File: src/verilog/fes_pkg.sv
//
// Overview of operation
// - command errors set completion error bits
// - status bit 2 reserved, reads zero
// - fault flags readable, write one clears
// - double-bit read fault sets double flag
// - single fault sets flag unless ignored or double also reported
// - ECC fault sets one flag, never both
// - read during busy block sets both
// - protection register gates program and erase
// - upper thirty bits zero; flags reset zero
//
package fes_pkg;

    // ****************************************
    // register byte offsets on the bus
    // ****************************************
    localparam logic [11:0] OFS_CMD_STATUS  = 12'h000;
    localparam logic [11:0] OFS_FAULT_FLAGS = 12'h004;
    localparam logic [11:0] OFS_PROTECTION  = 12'h008;
    localparam logic [11:0] OFS_CONFIG      = 12'h00c;
    localparam logic [11:0] OFS_IRQ_ENABLE  = 12'h010;

    // ****************************************
    // field positions
    // ****************************************
    localparam int BIT_CMD_IDLE      = 7;  // command status: controller idle
    localparam int BIT_RSVD          = 2;  // command status: reserved
    localparam int BIT_DOUBLE_FAULT  = 1;  // fault flags / irq enable
    localparam int BIT_SINGLE_FAULT  = 0;  // fault flags / irq enable
    localparam int BIT_IGNORE_SF     = 0;  // config register
    localparam int BIT_PROT_OPEN     = 7;  // protection register fields
    localparam int BIT_NV_RSVD       = 6;
    localparam int BIT_HIGH_DIS      = 5;
    localparam int POS_HIGH_SIZE     = 3;
    localparam int BIT_LOW_DIS       = 2;
    localparam int POS_LOW_SIZE      = 0;

    // ****************************************
    // reset values
    // ****************************************
    localparam logic [1:0] RST_CMD_ERR     = 2'h0;
    localparam logic [1:0] RST_FAULT_FLAGS = 2'h0;
    localparam logic [7:0] RST_PROTECTION  = 8'hff;
    localparam logic       RST_IGNORE_SF   = 1'h0;
    localparam logic [1:0] RST_IRQ_ENABLE  = 2'h0;

    // ****************************************
    // bus slave states, one-hot
    // ****************************************
    typedef enum logic [1:0] {
        ST_IDLE = 2'b01,
        ST_RESP = 2'b10
    } fes_bus_state_t;

endpackage

File: src/verilog/fes_evt_if.sv
`timescale 1ns/1ps
// read fault reports into the classifier and flag set pulses back out
interface fes_evt_if;
    logic rd_done;
    logic rd_single;
    logic rd_double;
    logic rd_busy;
    logic ignore_sf;
    logic set_single;
    logic set_double;

    modport classify (
        input  rd_done,
        input  rd_single,
        input  rd_double,
        input  rd_busy,
        input  ignore_sf,
        output set_single,
        output set_double
    );

    modport core (
        output rd_done,
        output rd_single,
        output rd_double,
        output rd_busy,
        output ignore_sf,
        input  set_single,
        input  set_double
    );
endinterface

File: src/verilog/fes_classify.sv
`timescale 1ns/1ps
// turns one array read outcome into flag set requests
module fes_classify (
    fes_evt_if.classify evt
);
    // ****************************************
    // decode of a finished read
    // ****************************************
    // collision dominates, then double, then single; the ordering keeps
    // the two ecc outcomes exclusive even if the decoder flags both
    always_comb begin
        evt.set_single = 1'b0;
        evt.set_double = 1'b0;
        if (evt.rd_done) begin
            if (evt.rd_busy) begin
                evt.set_single = 1'b1;
                evt.set_double = 1'b1;
            end else if (evt.rd_double) begin
                evt.set_double = 1'b1;
            end else if (evt.rd_single && !evt.ignore_sf) begin
                evt.set_single = 1'b1;
            end
        end
    end
endmodule

File: src/verilog/fes_top.sv
// Local design decisions: the APB register port and the address map.
`timescale 1ns/1ps
// flash error status, command status and sector protection
module fes_top #(
    parameter int ADDR_W      = 16,       // flash array byte address width
    parameter int REGION_UNIT = 1024      // smallest protected region, bytes
) (
    // clock and reset
    input  wire logic              CLK,
    input  wire logic              RESET_N,
    // apb slave
    input  wire logic              PSEL,
    input  wire logic              PENABLE,
    input  wire logic              PWRITE,
    input  wire logic [11:0]       PADDR,
    input  wire logic [31:0]       PWDATA,
    input  wire logic [3:0]        PSTRB,
    output logic                   PREADY,
    output logic [31:0]            PRDATA,
    output logic                   PSLVERR,
    // flash command engine
    input  wire logic              CMD_IDLE,
    input  wire logic              CMD_LAUNCH,
    input  wire logic [1:0]        CMD_ERR_SET,
    // array read outcome
    input  wire logic              RD_DONE,
    input  wire logic              RD_SINGLE,
    input  wire logic              RD_DOUBLE,
    input  wire logic              RD_BUSY,
    // protection value loaded from nonvolatile space
    input  wire logic [7:0]        PROT_NV_VALUE,
    // program / erase protection check
    input  wire logic              CHK_VALID,
    input  wire logic [ADDR_W-1:0] CHK_ADDR,
    output logic                   CHK_DONE,
    output logic                   CHK_DENY,
    // interrupt
    output logic                   IRQ
);
    // ****************************************
    // declarations
    // ****************************************
    fes_pkg::fes_bus_state_t state_reg;
    logic [1:0]  cmd_completion_err_reg;
    logic [1:0]  fault_flags_reg;
    logic [7:0]  program_flash_protection_reg;
    logic        prot_loaded_reg;
    logic        ignore_single_fault_reg;
    logic [1:0]  irq_enable_reg;
    logic [31:0] rdata_next;
    logic        map_hit;
    logic        wr_commit;
    logic        wr_lane0;
    logic [1:0]  fault_clear;
    logic [1:0]  fault_set;
    // per-register write strobes and the flags' next value
    logic [1:0]  fault_flags_next;
    logic        wr_fault_flags;
    logic        wr_protection;
    logic        wr_config;
    logic        wr_irq_enable;

    fes_evt_if evt ();

    // ****************************************
    // fault classification
    // ****************************************
    // the classifier sees the raw read outcome and the stored ignore bit
    assign evt.rd_done   = RD_DONE;
    assign evt.rd_single = RD_SINGLE;
    assign evt.rd_double = RD_DOUBLE;
    assign evt.rd_busy   = RD_BUSY;
    assign evt.ignore_sf = ignore_single_fault_reg;

    fes_classify u_classify (
        .evt (evt.classify)
    );

    // ****************************************
    // address decode, used by hit check only
    // ****************************************
    function automatic logic is_mapped(input logic [11:0] a);
        is_mapped = (a == fes_pkg::OFS_CMD_STATUS)  ||
                    (a == fes_pkg::OFS_FAULT_FLAGS) ||
                    (a == fes_pkg::OFS_PROTECTION)  ||
                    (a == fes_pkg::OFS_CONFIG)      ||
                    (a == fes_pkg::OFS_IRQ_ENABLE);
    endfunction

    // region protection test for one address
    // one bit wider than the address so the top bound 2^ADDR_W fits
    function automatic logic in_region(input logic [ADDR_W-1:0] a,
                                       input logic [1:0]        size,
                                       input logic              high);
        logic [ADDR_W:0] span;
        logic [ADDR_W:0] wide;
        span = (ADDR_W+1)'(REGION_UNIT) << size;
        wide = {1'b0, a};
        if (high) begin
            in_region = wide >= ((ADDR_W+1)'(1) << ADDR_W) - span;
        end else begin
            in_region = wide < span;
        end
    endfunction

    assign map_hit   = is_mapped(PADDR);
    // a write lands only at the edge that samples pready high
    assign wr_commit = PSEL && PENABLE && PWRITE && (state_reg == fes_pkg::ST_RESP) && map_hit;
    assign wr_lane0  = wr_commit && PSTRB[0];

    // one write strobe per writable register, shared by the update processes
    assign wr_fault_flags = wr_lane0 && (PADDR == fes_pkg::OFS_FAULT_FLAGS);
    assign wr_protection  = wr_lane0 && (PADDR == fes_pkg::OFS_PROTECTION);
    assign wr_config      = wr_lane0 && (PADDR == fes_pkg::OFS_CONFIG);
    assign wr_irq_enable  = wr_lane0 && (PADDR == fes_pkg::OFS_IRQ_ENABLE);

    // ****************************************
    // bus slave handshake, one wait state
    // ****************************************
    // the answer comes in the second access cycle whatever the address;
    // pready stands one cycle only, so a master that keeps psel and
    // penable high afterwards is taken as a fresh access phase; the
    // fixed latency keeps the slave free of any counter
    always_ff @(posedge CLK) begin
        if (!RESET_N) begin
            state_reg <= fes_pkg::ST_IDLE;
            PREADY    <= 1'b0;
            PSLVERR   <= 1'b0;
            PRDATA    <= 32'h00000000;
        end else begin
            unique case (state_reg)
                fes_pkg::ST_IDLE: begin
                    if (PSEL && PENABLE) begin
                        state_reg <= fes_pkg::ST_RESP;
                        PREADY    <= 1'b1;
                        PSLVERR   <= !map_hit;
                        PRDATA    <= PWRITE ? 32'h00000000 : rdata_next;
                    end
                end
                fes_pkg::ST_RESP: begin
                    state_reg <= fes_pkg::ST_IDLE;
                    PREADY    <= 1'b0;
                    PSLVERR   <= 1'b0;
                    PRDATA    <= 32'h00000000;
                end
                default: begin
                    // illegal one-hot code: back to idle, answer dropped
                    state_reg <= fes_pkg::ST_IDLE;
                    PREADY    <= 1'b0;
                    PSLVERR   <= 1'b0;
                    PRDATA    <= 32'h00000000;
                end
            endcase
        end
    end

    // ****************************************
    // read mux, bits above each register read zero
    // ****************************************
    // combinational off the held address; the handshake registers it
    // into prdata so the read value stands only while pready is high;
    // the idle bit is not stored and follows the engine's level
    always_comb begin
        rdata_next = 32'h00000000;
        unique case (PADDR)
            fes_pkg::OFS_CMD_STATUS: begin
                rdata_next[fes_pkg::BIT_CMD_IDLE] = CMD_IDLE;
                rdata_next[fes_pkg::BIT_RSVD]     = 1'b0;
                rdata_next[1:0]                   = cmd_completion_err_reg;
            end
            fes_pkg::OFS_FAULT_FLAGS: begin
                rdata_next[1:0] = fault_flags_reg;
            end
            fes_pkg::OFS_PROTECTION: begin
                rdata_next[7:0] = program_flash_protection_reg;
            end
            fes_pkg::OFS_CONFIG: begin
                rdata_next[fes_pkg::BIT_IGNORE_SF] = ignore_single_fault_reg;
            end
            fes_pkg::OFS_IRQ_ENABLE: begin
                rdata_next[1:0] = irq_enable_reg;
            end
            default: begin
                rdata_next = 32'h00000000;
            end
        endcase
    end

    // ****************************************
    // command completion error bits
    // ****************************************
    // read only: software has no way to clear these bits
    // cleared by the next command launch; a same-cycle error still sets
    always_ff @(posedge CLK) begin
        if (!RESET_N) begin
            cmd_completion_err_reg <= fes_pkg::RST_CMD_ERR;
        end else begin
            cmd_completion_err_reg <= ((CMD_LAUNCH ? 2'h0 : cmd_completion_err_reg)
                                      | CMD_ERR_SET);
        end
    end

    // ****************************************
    // fault flags, write one to clear
    // ****************************************
    // only lane 0 carries the flags; other lanes are ignored
    assign fault_set   = {evt.set_double, evt.set_single};
    assign fault_clear = wr_fault_flags ? PWDATA[1:0] : 2'h0;
    // set applied after clear so a colliding event is never lost
    assign fault_flags_next = (fault_flags_reg & ~fault_clear)
                              | fault_set;

    always_ff @(posedge CLK) begin
        if (!RESET_N) begin
            fault_flags_reg <= fes_pkg::RST_FAULT_FLAGS;
        end else begin
            fault_flags_reg <= fault_flags_next;
        end
    end

    // ****************************************
    // configuration and interrupt enables
    // ****************************************
    // the ignore bit takes effect on the next read outcome
    always_ff @(posedge CLK) begin
        if (!RESET_N) begin
            ignore_single_fault_reg <= fes_pkg::RST_IGNORE_SF;
            irq_enable_reg          <= fes_pkg::RST_IRQ_ENABLE;
        end else begin
            if (wr_config) begin
                ignore_single_fault_reg <= PWDATA[fes_pkg::BIT_IGNORE_SF];
            end
            if (wr_irq_enable) begin
                irq_enable_reg <= PWDATA[1:0];
            end
        end
    end

    // ****************************************
    // interrupt request
    // ****************************************
    // built from the flags' next value, so the level moves at the same
    // edge as the flag itself; an enable write shows one cycle later,
    // since the enable register is read before it updates
    always_ff @(posedge CLK) begin
        if (!RESET_N) begin
            IRQ <= 1'b0;
        end else begin
            IRQ <= |(fault_flags_next & irq_enable_reg);
        end
    end

    // ****************************************
    // protection register
    // ****************************************
    // reset makes everything unprotected; the nonvolatile copy is taken
    // in the first cycle after release, before software can reach it
    // program and erase checks use the loaded value from then on
    always_ff @(posedge CLK) begin
        if (!RESET_N) begin
            program_flash_protection_reg <= fes_pkg::RST_PROTECTION;
            prot_loaded_reg              <= 1'b0;
        end else if (!prot_loaded_reg) begin
            program_flash_protection_reg <= PROT_NV_VALUE;
            prot_loaded_reg              <= 1'b1;
        end else if (wr_protection) begin
            // nv reserved bit is not writable
            program_flash_protection_reg[fes_pkg::BIT_NV_RSVD - 1:0] <= PWDATA[fes_pkg::BIT_NV_RSVD - 1:0];
            program_flash_protection_reg[fes_pkg::BIT_PROT_OPEN]     <= PWDATA[fes_pkg::BIT_PROT_OPEN];
        end
    end

    // ****************************************
    // program / erase protection check
    // ****************************************
    logic       prot_open_select;
    logic       high_region_prot_disable;
    logic [1:0] high_region_size;
    logic       low_region_prot_disable;
    logic [1:0] low_region_size;
    logic       hit_high;
    logic       hit_low;
    logic       in_any;

    // protection fields by name
    assign prot_open_select         = program_flash_protection_reg[fes_pkg::BIT_PROT_OPEN];
    assign high_region_prot_disable = program_flash_protection_reg[fes_pkg::BIT_HIGH_DIS];
    assign high_region_size         = program_flash_protection_reg[fes_pkg::POS_HIGH_SIZE +: 2];
    assign low_region_prot_disable  = program_flash_protection_reg[fes_pkg::BIT_LOW_DIS];
    assign low_region_size          = program_flash_protection_reg[fes_pkg::POS_LOW_SIZE +: 2];

    // region hits; a disabled region never matches
    assign hit_high = !high_region_prot_disable && in_region(CHK_ADDR, high_region_size, 1'b1);
    assign hit_low  = !low_region_prot_disable && in_region(CHK_ADDR, low_region_size, 1'b0);
    assign in_any   = hit_high || hit_low;

    // open select: regions are the protected areas; closed: regions are
    // the only unprotected areas
    always_ff @(posedge CLK) begin
        if (!RESET_N) begin
            CHK_DONE <= 1'b0;
            CHK_DENY <= 1'b0;
        end else begin
            CHK_DONE <= CHK_VALID;
            CHK_DENY <= CHK_VALID && (prot_open_select ? in_any : !in_any);
        end
    end
endmodule

File: config.mk
export PLATFORM = sky130hd
export DESIGN_NAME = fes_top
export DESIGN_NICKNAME = d
export VERILOG_FILES = /design/src/verilog/fes_pkg.sv /design/src/verilog/fes_evt_if.sv /design/src/verilog/fes_classify.sv /design/src/verilog/fes_top.sv
export SDC_FILE = /design/constraint.sdc
export NUM_CORES = 1
export LEC_CHECK = 0
export ABC_CLOCK_PERIOD_IN_PS = 2160
export BUFFER_PORTS_ARGS = -buffer_cell sky130_fd_sc_hd__clkbuf_2
export CORE_UTILIZATION = 40
export CTS_CLUSTER_DIAMETER = 40
export DETAILED_ROUTE_END_ITERATION = 12
export PLACE_DENSITY = 0.77
export SLEW_MARGIN = 20
export SYNTH_ARGS = -nofsm -noshare
export SYNTH_HDL_FRONTEND = slang
export SYNTH_SLANG_ARGS = --single-unit
File: constraint.sdc
create_clock -name CLK -period 2.16 [get_ports CLK]
set_input_delay 0.432 -clock CLK [delete_from_list [all_inputs] [get_ports CLK]]
set_output_delay 0.432 -clock CLK [all_outputs]
set_load 0.03 [all_outputs]
# == Word level (Yosys, flattened, before mapping) ==
# Index checks and enable logic that the tools add are counted.
# totals
regBits,55
output_inout_bits,37
latchBits,0
mem_bits_rw,0
mem_bits_ro,0
wordCells,78
memories,0
# op_classes
n_addsub,1
n_bitwise,5
div,0
n_lt_le_gt_ge,2
n_mux,21
eq_ne,7
n_reduce_logical,26
shift,2
mul,0
# ops
operator,count
11-bit by 2-bit << shifter with 17-bit output (first input constant),2
12-bit by 4-bit == test with 1-bit output (second input constant),2
16-bit by 17-bit greater-or-equal comparator with 1-bit output,1
16-bit by 17-bit < comparator with 1-bit output,1
17-bit subtractor (first input constant),1
1-bit logical AND,13
12-bit by 3-bit == test with 1-bit output (second input constant),1
12-bit by 5-bit == test with 1-bit output (second input constant),1
12-bit zero test,1
1-bit 2-to-1 mux,12
6-bit 2-to-1 mux,2
8-bit 2-to-1 mux,1
1-bit zero test,5
1-bit logical OR,5
1-bit case mux with 5 select lines,1
2-bit AND,2
2-bit 2-to-1 mux,2
4-bit 2-to-1 mux,1
2-bit bitwise OR,2
1-bit case mux with 4 select lines,1
2-bit by 1-bit == test with 1-bit output (second input constant),1
2-bit == test (second input constant),1
2-bit by 1-bit inequality test with 1-bit output (second input constant),1
2-bit inverter,1
other kinds (3),3

# == Depth between registers and ports, before layout ==
# Gate-level depths: netlist of run 1.
# depth
ltp_word,14
ltp_mapped,7
depth_no_buf,7

# == By module ==
# From an unflattened synthesis of run 1, not the netlist that was laid out.
# hier_totals
hier_cells,201
hier_area_um2,1815.5
# modules_own_cells
module,cells_each,n_inst,seq_area_each_um2,area_per_inst_um2
fes_top,197,1,600.6,1788.0
fes_classify,4,1,0.0,27.5

# == Worst setup path after synthesis of run 1 ==
# Ideal clock, no wire load.
# synth_path
kind,register to register
startpoint,reg program_flash_protection_reg[3]
endpoint,reg CHK_DENY
required_time_ps,2084
setup_slack_ps,418
stages_incl_launch_ff,8
arrival_ps,1667
synth_period_minus_slack_ps,1742
cell_sequence,dfxtp_1 -> or2_2 -> ha_1 -> nor4b_1 -> a41oi_1 -> a31oi_1 -> or3_1 -> a21boi_0
# synth_via
elab_chain_len,8
# synth_lines
item,line,text
from (decl),fes_top.sv:46,logic [7:0] program_flash_protection_reg;
from (signal assigned),fes_top.sv:261,program_flash_protection_reg <= fes_pkg::RST_PROTECTION;
"from (signal, indexed assignment)",fes_top.sv:268,program_flash_protection_reg[fes_pkg::BIT_NV_RSVD - 1:0] <= PWDATA[fes_pkg::BIT_NV_RSVD - 1:0];
"from (signal, indexed assignment)",fes_top.sv:269,program_flash_protection_reg[fes_pkg::BIT_PROT_OPEN] <= PWDATA[fes_pkg::BIT_PROT_OPEN];
11-bit by 2-bit << shifter with 17-bit output *,fes_top.sv:97,span = (ADDR_W+1)'(REGION_UNIT) << size;
17-bit subtractor *,fes_top.sv:100,in_region = wide >= ((ADDR_W+1)'(1) << ADDR_W) - span;
16-bit by 17-bit greater-or-equal comparator with 1-bit output *,fes_top.sv:100,
1-bit logical AND *,fes_top.sv:293,"assign hit_high = !high_region_prot_disable && in_region(CHK_ADDR, high_region_size, 1'b1);"
1-bit logical OR *,fes_top.sv:295,assign in_any = hit_high || hit_low;
1-bit zero test,fes_top.sv:305,CHK_DENY <= CHK_VALID && (prot_open_select ? in_any : !in_any);
1-bit 2-to-1 mux *,fes_top.sv:305,
1-bit logical AND *,fes_top.sv:305,
to (signal assigned),fes_top.sv:305,
to (decl),fes_top.sv:36,"output logic CHK_DENY,"
# Mark *: on every way between the ends. The rest lies on a longest branch, timed or not.
# A chain may end at the register's enable or synchronous reset.

# == Worst setup path in the final report of run 1 ==
# layout_path
startpoint,reg program_flash_protection_reg[4]
endpoint,reg CHK_DENY
# Same word-level chain as after synthesis.

==> results of run 1 <==
-- path summary, 6_finish.rpt --
path	startpoint	slack, ps	to	depth (start not counted)
max	program_flash_protection_reg[4]	220	CHK_DENY	7
min	CMD_ERR_SET[1]	370	cmd_completion_err_reg[1]	2
max reg2reg	program_flash_protection_reg[4]	220	CHK_DENY	7
min reg2reg	PRDATA[7]	450	PRDATA[7]	2
-- worst max-delay path, cell delays in order (launching register included) --
cell      delay [ps]
dfxtp_1          350
or2_2            290
ha_1             300
nor4b_1          300
a41oi_1          160
a31oi_1          220
o21ai_0          100
a21boi_0         150
-- cell usage after synthesis, drive strengths merged --
master | instances | share of area [%]
nor4 | 3 | 2.6
o21a | 3 | 1.2
inv | 1 | 0.20
a21o | 2 | 0.81
mux2i | 12 | 6.5
nor4b | 1 | 0.47
and2 | 3 | 1.0
a21boi | 1 | 0.40
nand3 | 3 | 1.5
a22o | 6 | 2.8
and2b | 1 | 0.47
a32o | 1 | 0.54
mux4 | 1 | 1.2
o21ai | 8 | 2.2
buf | 28 | 12
a21oi | 5 | 1.3
nor3b | 6 | 2.4
dfxtp | 30 | 32
mux2 | 3 | 1.8
a31oi | 8 | 2.7
or3 | 1 | 0.34
nor3 | 1 | 0.54
nor2b | 8 | 2.7
or4 | 1 | 0.40
nand2b | 3 | 1.0
ha | 10 | 6.7
and4b | 1 | 0.54
nor2 | 10 | 2.0
nand2 | 10 | 2.0
and3 | 1 | 0.40
or2 | 2 | 0.67
clkbuf | 2 | 1.0
and4 | 1 | 0.47
nand3b | 2 | 0.81
o21bai | 1 | 0.40
o31ai | 1 | 1.1
o211ai | 1 | 0.40
nor4bb | 1 | 0.54
a41oi | 3 | 1.4
conb | 1 | 0.20
nand4 | 4 | 1.7
-- cells in the final DEF (no fill, tap or decap), drive strengths merged, types with 2 or more instances in the layout --
cell    netlist  final
a31oi         8      8
a41oi         3      3
clkinv        0      2
dfxtp        30     30
buf          28      3
o21a          3      3
mux2i        12     12
a22o          6      6
and2          3      3
nand2b        3      3
nand2        10     10
nand3         3      3
nand3b        2      2
a21o          2      2
nand4         4      4
clkbuf        2     75
or2           2      2
nor2b         8      8
o21ai         8      8
ha           10     10
nor4          3      3
nor2         10     10
nor3b         6      6
a21oi         5      5
mux2          3      3
conb          1     27
-- per-layer routing --
metal / share of wire [%] / up-vias / GRT usage, %
met5: 0 / - / 0
met2: 50 / 58 / 28.7
met4: 1.1 / 0 / 6.00
met1: 43 / 715 / 19.6
li1: - / 808 / -
met3: 6.3 / 7 / 4.76
-- kinds of logic after synthesis --
logic type	synth area share, %
buffers and inverters	13.1
AND/OR/NAND/NOR	22.7
flip-flops	32.4
adder cells (fa/ha/maj)	6.74
other	0.202
multiplexers	9.51
AO/OA/AOI/OAI	15.4
-- cell type report --
class	instances	share of cell area, %
multi-input combinational	156	49.1
sequential	30	26.6
timing repair buffer	73	16.5
clock buffer	5	3.05
tap	52	2.88
clock inverter	3	1.77
inverter	1	0.166
-- metrics by stage --
stage | cells | setup slack, ps | total power [mW] | utilization (%) | instance area, um2
after floorplan | 217 | 418 | 0.811 | - | 1950
after global placement | 312 | 236 | 0.860 | 48.7 | 2150
after detailed placement | 312 | 238 | 0.866 | 48.7 | 2150
after CTS | 320 | 228 | 1.41 | 51.2 | 2260
after global routing | 320 | 19.6 | 1.47 | 51.2 | 2260
final | 320 | 218 | 1.40 | 51.2 | 2260
-- power groups by stage --
stage          logic [mW]  clock network [mW]  registers (mW)
4_1_cts             0.260               0.553           0.595
3_5_place_dp        0.259                   0           0.607
3_3_place_gp        0.255                   0           0.606
2_1_floorplan       0.206                   0           0.605
5_1_grt             0.289               0.581           0.597
6_report            0.261               0.544           0.594
==> impl_metrics.json, run 1 <==
{
  "grt_start_max_net_pins": 23,
  "drv_cap": 0,
  "postRouteAntennaNets": 0,
  "yosysUniqueCellTypes": 46,
  "grt_use_total_pct": 16.7,
  "drc": 0,
  "grt_overflow": 0,
  "hpwlAfterDp_um": 3150,
  "htree_num_levels": 2,
  "clockRootBuffer": "clkbuf_8",
  "seq_power_share_pct": 42.5,
  "cts_buffer_depth": 2,
  "rows": 24,
  "combPwrFrac_pct": 18.7,
  "holdWs_ps": 368,
  "cts_tree": "built",
  "cts-resized-gates": 0,
  "tns_ps": 0,
  "endpoint_kind": "flop",
  "critPathMaxFanout": 5,
  "ir_drop_mv": 0.352,
  "cts_setup_buffers": 0,
  "slew_violations": 0,
  "drt_wl_total_um": 3920,
  "ys_warn_count": 0,
  "firstDrtPassIters": 4,
  "grt_first_pass_wirelength_um": 6440,
  "finalHoldViolations": 0,
  "grt_pass1_vias": 1490,
  "io_buffers": 70,
  "p_switching_mw": 0.382,
  "areaGrowthSynthToFinish_pct": 21.8,
  "vias": 1588,
  "worst-setup-path-type": "reg2reg",
  "first_iter_violations": 77,
  "power_frac_clock_pct": 38.9,
  "wire_per_inst_um": 12.2,
  "period_minus_slack_ps": 1940,
  "multi_input_area_mm2": 0.00111,
  "ios": 123,
  "final.fill_count": 436,
  "fin_crit_sh_pct": 89.9,
  "antenna_found_initial": 0,
  "seq_area_um2": 601,
  "critical_path_required_ps": 2370,
  "p_int_mw": 1.02,
  "viasPerCell": 4.96,
  "postSynthAreaPerCell_um2": 9.71,
  "startpoint_type": "flop",
  "clock-skew-final_ps": 3.25,
  "synth-seq-cells": 30,
  "core_region_area_mm2": 0.00441,
  "hp-class": "in2reg",
  "setup_viol": 0,
  "numCtsBuffers": 5,
  "syn-instance-count": 191,
  "crit_arrival_ps": 2150,
  "die_h_um": 70.1,
  "fmax_mhz": 515,
  "insertion_delay_ps": 280,
  "die_x_um": 70.1,
  "status": "finished, final reports clean",
  "path_clk_slew_ps": 60,
  "p_per_area_mw_per_mm2": 619,
  "p_leak_nw": 1.09,
  "clkSinkCount": 30,
  "finalNetCount": 363,
  "die_area_mm2": 0.00492,
  "ys_seq_area_share_pct": 32.4,
  "p_sw_share_pct": 27.3,
  "drive_gt1_share_pct": 35.4,
  "synth_area_mm2": 0.00186,
  "gp_congestion": 0.784,
  "postCtsHoldBufs": 0,
  "rsz0062_at_grt": "no",
  "initial_core_util_pct": 42.0,
  "antenna_cells": 0
}
No activity file was read; power rests on OpenSTA's default activity.
==> run 2: changes to the inputs <==
- CORE_ASPECT_RATIO: not set -> 0.7
==> impl_metrics.json, run 2 (synthesized netlist as in run 1, its figures left out) <==
{
  "core_region_area_mm2": 0.00440,
  "final_util_pct": 51.6,
  "p_per_area_mw_per_mm2": 619,
  "postCtsHoldBufs": 0,
  "antenna_cells": 0,
  "dp.cells": 316,
  "tns_ps": 0,
  "postRouteAntennaNets": 0,
  "endpoint_kind": "flop",
  "die_area_mm2": 0.00492,
  "clockRootBuffer": "clkbuf_8",
  "grt_pass1_vias": 1390,
  "gp_congestion": 0.772,
  "setup_viol": 0,
  "cts_buffer_depth": 2,
  "clock-skew-final_ps": 6.35,
  "drv_cap": 0,
  "vias": 1543,
  "die_h_um": 59.0,
  "ios": 123,
  "drive_gt1_share_pct": 35.7,
  "finalNetCount": 364,
  "insertion_delay_ps": 280,
  "firstDrtPassIters": 4,
  "instances_no_fill": 324,
  "hp-class": "in2reg",
  "worst-setup-path-type": "reg2reg",
  "initial_core_util_pct": 42.1,
  "cts_tree": "built",
  "startpoint_type": "flop",
  "io_buffers": 70,
  "grt_first_pass_wirelength_um": 6350,
  "status": "finished, final reports clean",
  "p_leak_nw": 1.09,
  "period_minus_slack_ps": 2050,
  "wire_per_inst_um": 11.9,
  "fin_crit_sh_pct": 94.7,
  "critical_path_required_ps": 2370,
  "antenna_found_initial": 0,
  "numCtsBuffers": 5,
  "viasPerCell": 4.76,
  "final_common_cell": "clkbuf_2",
  "mostFrequentLayoutCells": "clkbuf_2, dfxtp_1, conb_1",
  "fmax_mhz": 489,
  "areaGrowthSynthToFinish_pct": 22.4,
  "drc": 0,
  "slew_violations": 0,
  "path_clk_slew_ps": 70,
  "die_x_um": 83.4,
  "cts-resized-gates": 0,
  "htree_num_levels": 2,
  "grt_start_max_net_pins": 23,
  "rsz0062_at_grt": "no",
  "crit_arrival_ps": 2260,
  "power_mw": 1.41,
  "rows": 20,
  "drt_wl_total_um": 3870,
  "hpwlAfterDp_um": 3220,
  "first_iter_violations": 54,
  "clkSinkCount": 30,
  "critPathMaxFanout": 5,
  "grt_overflow": 0,
  "cts_setup_buffers": 0,
  "finalHoldViolations": 0,
  "ir_drop_mv": 0.349,
  "grt_use_total_pct": 16.8
}
==> run 2: where the power goes <==
| part | switching [mW] | total (mW) | internal (mW) |
|---|---|---|---|
| sequential | 0.0162 | 0.591 | 0.575 |
| combinational | 0.160 | 0.266 | 0.106 |
| clock | 0.210 | 0.549 | 0.339 |
==> run 2: worst paths after layout <==
| check | cells after the start | slack (ps) | from | to |
|---|---|---|---|---|
| setup / recovery | 7 | 110 | program_flash_protection_reg[4] | CHK_DENY |
| hold / removal | 2 | 360 | CMD_ERR_SET[0] | cmd_completion_err_reg[0] |
| setup reg to reg | 7 | 110 | program_flash_protection_reg[4] | CHK_DENY |
| hold reg to reg | 2 | 450 | PRDATA[0] | PRDATA[0] |
==> run 2: stage by stage <==
stage               worst slack [ps]  hold slack, ps  instance area (um2)
floorplan                        418             442                 1950
global placement                 190             444                 2160
detailed placement               203             451                 2160
CTS                              185             350                 2270
global route                    8.95             359                 2270
finish                           114             355                 2270
==> run 2: final cells by class <==
cell class / instances / area, um2
fill: 433 / 2130
multi-input combinational: 156 / 1110
sequential: 30 / 601
timing repair buffer: 74 / 380
clock buffer: 5 / 68.8
tap: 55 / 68.8
clock inverter: 3 / 40.0
inverter: 1 / 3.75
==> run 2: worst max-delay path, stage by stage, from the launching register on <==
cell and delay (ps):
dfxtp_1 360, or2_2 290, ha_1 290, nor4b_1 370, a41oi_1 180, a31oi_1 220, o21ai_0 110, a21boi_0 170
==> run 2: layer usage <==
layer,wire length [um],up-vias,global-route usage (%)
met5,0,-,0
li1,-,808,-
met3,252,8,6.13
met1,1950,683,22.7
met4,48,0,5.91
met2,1610,44,25.1
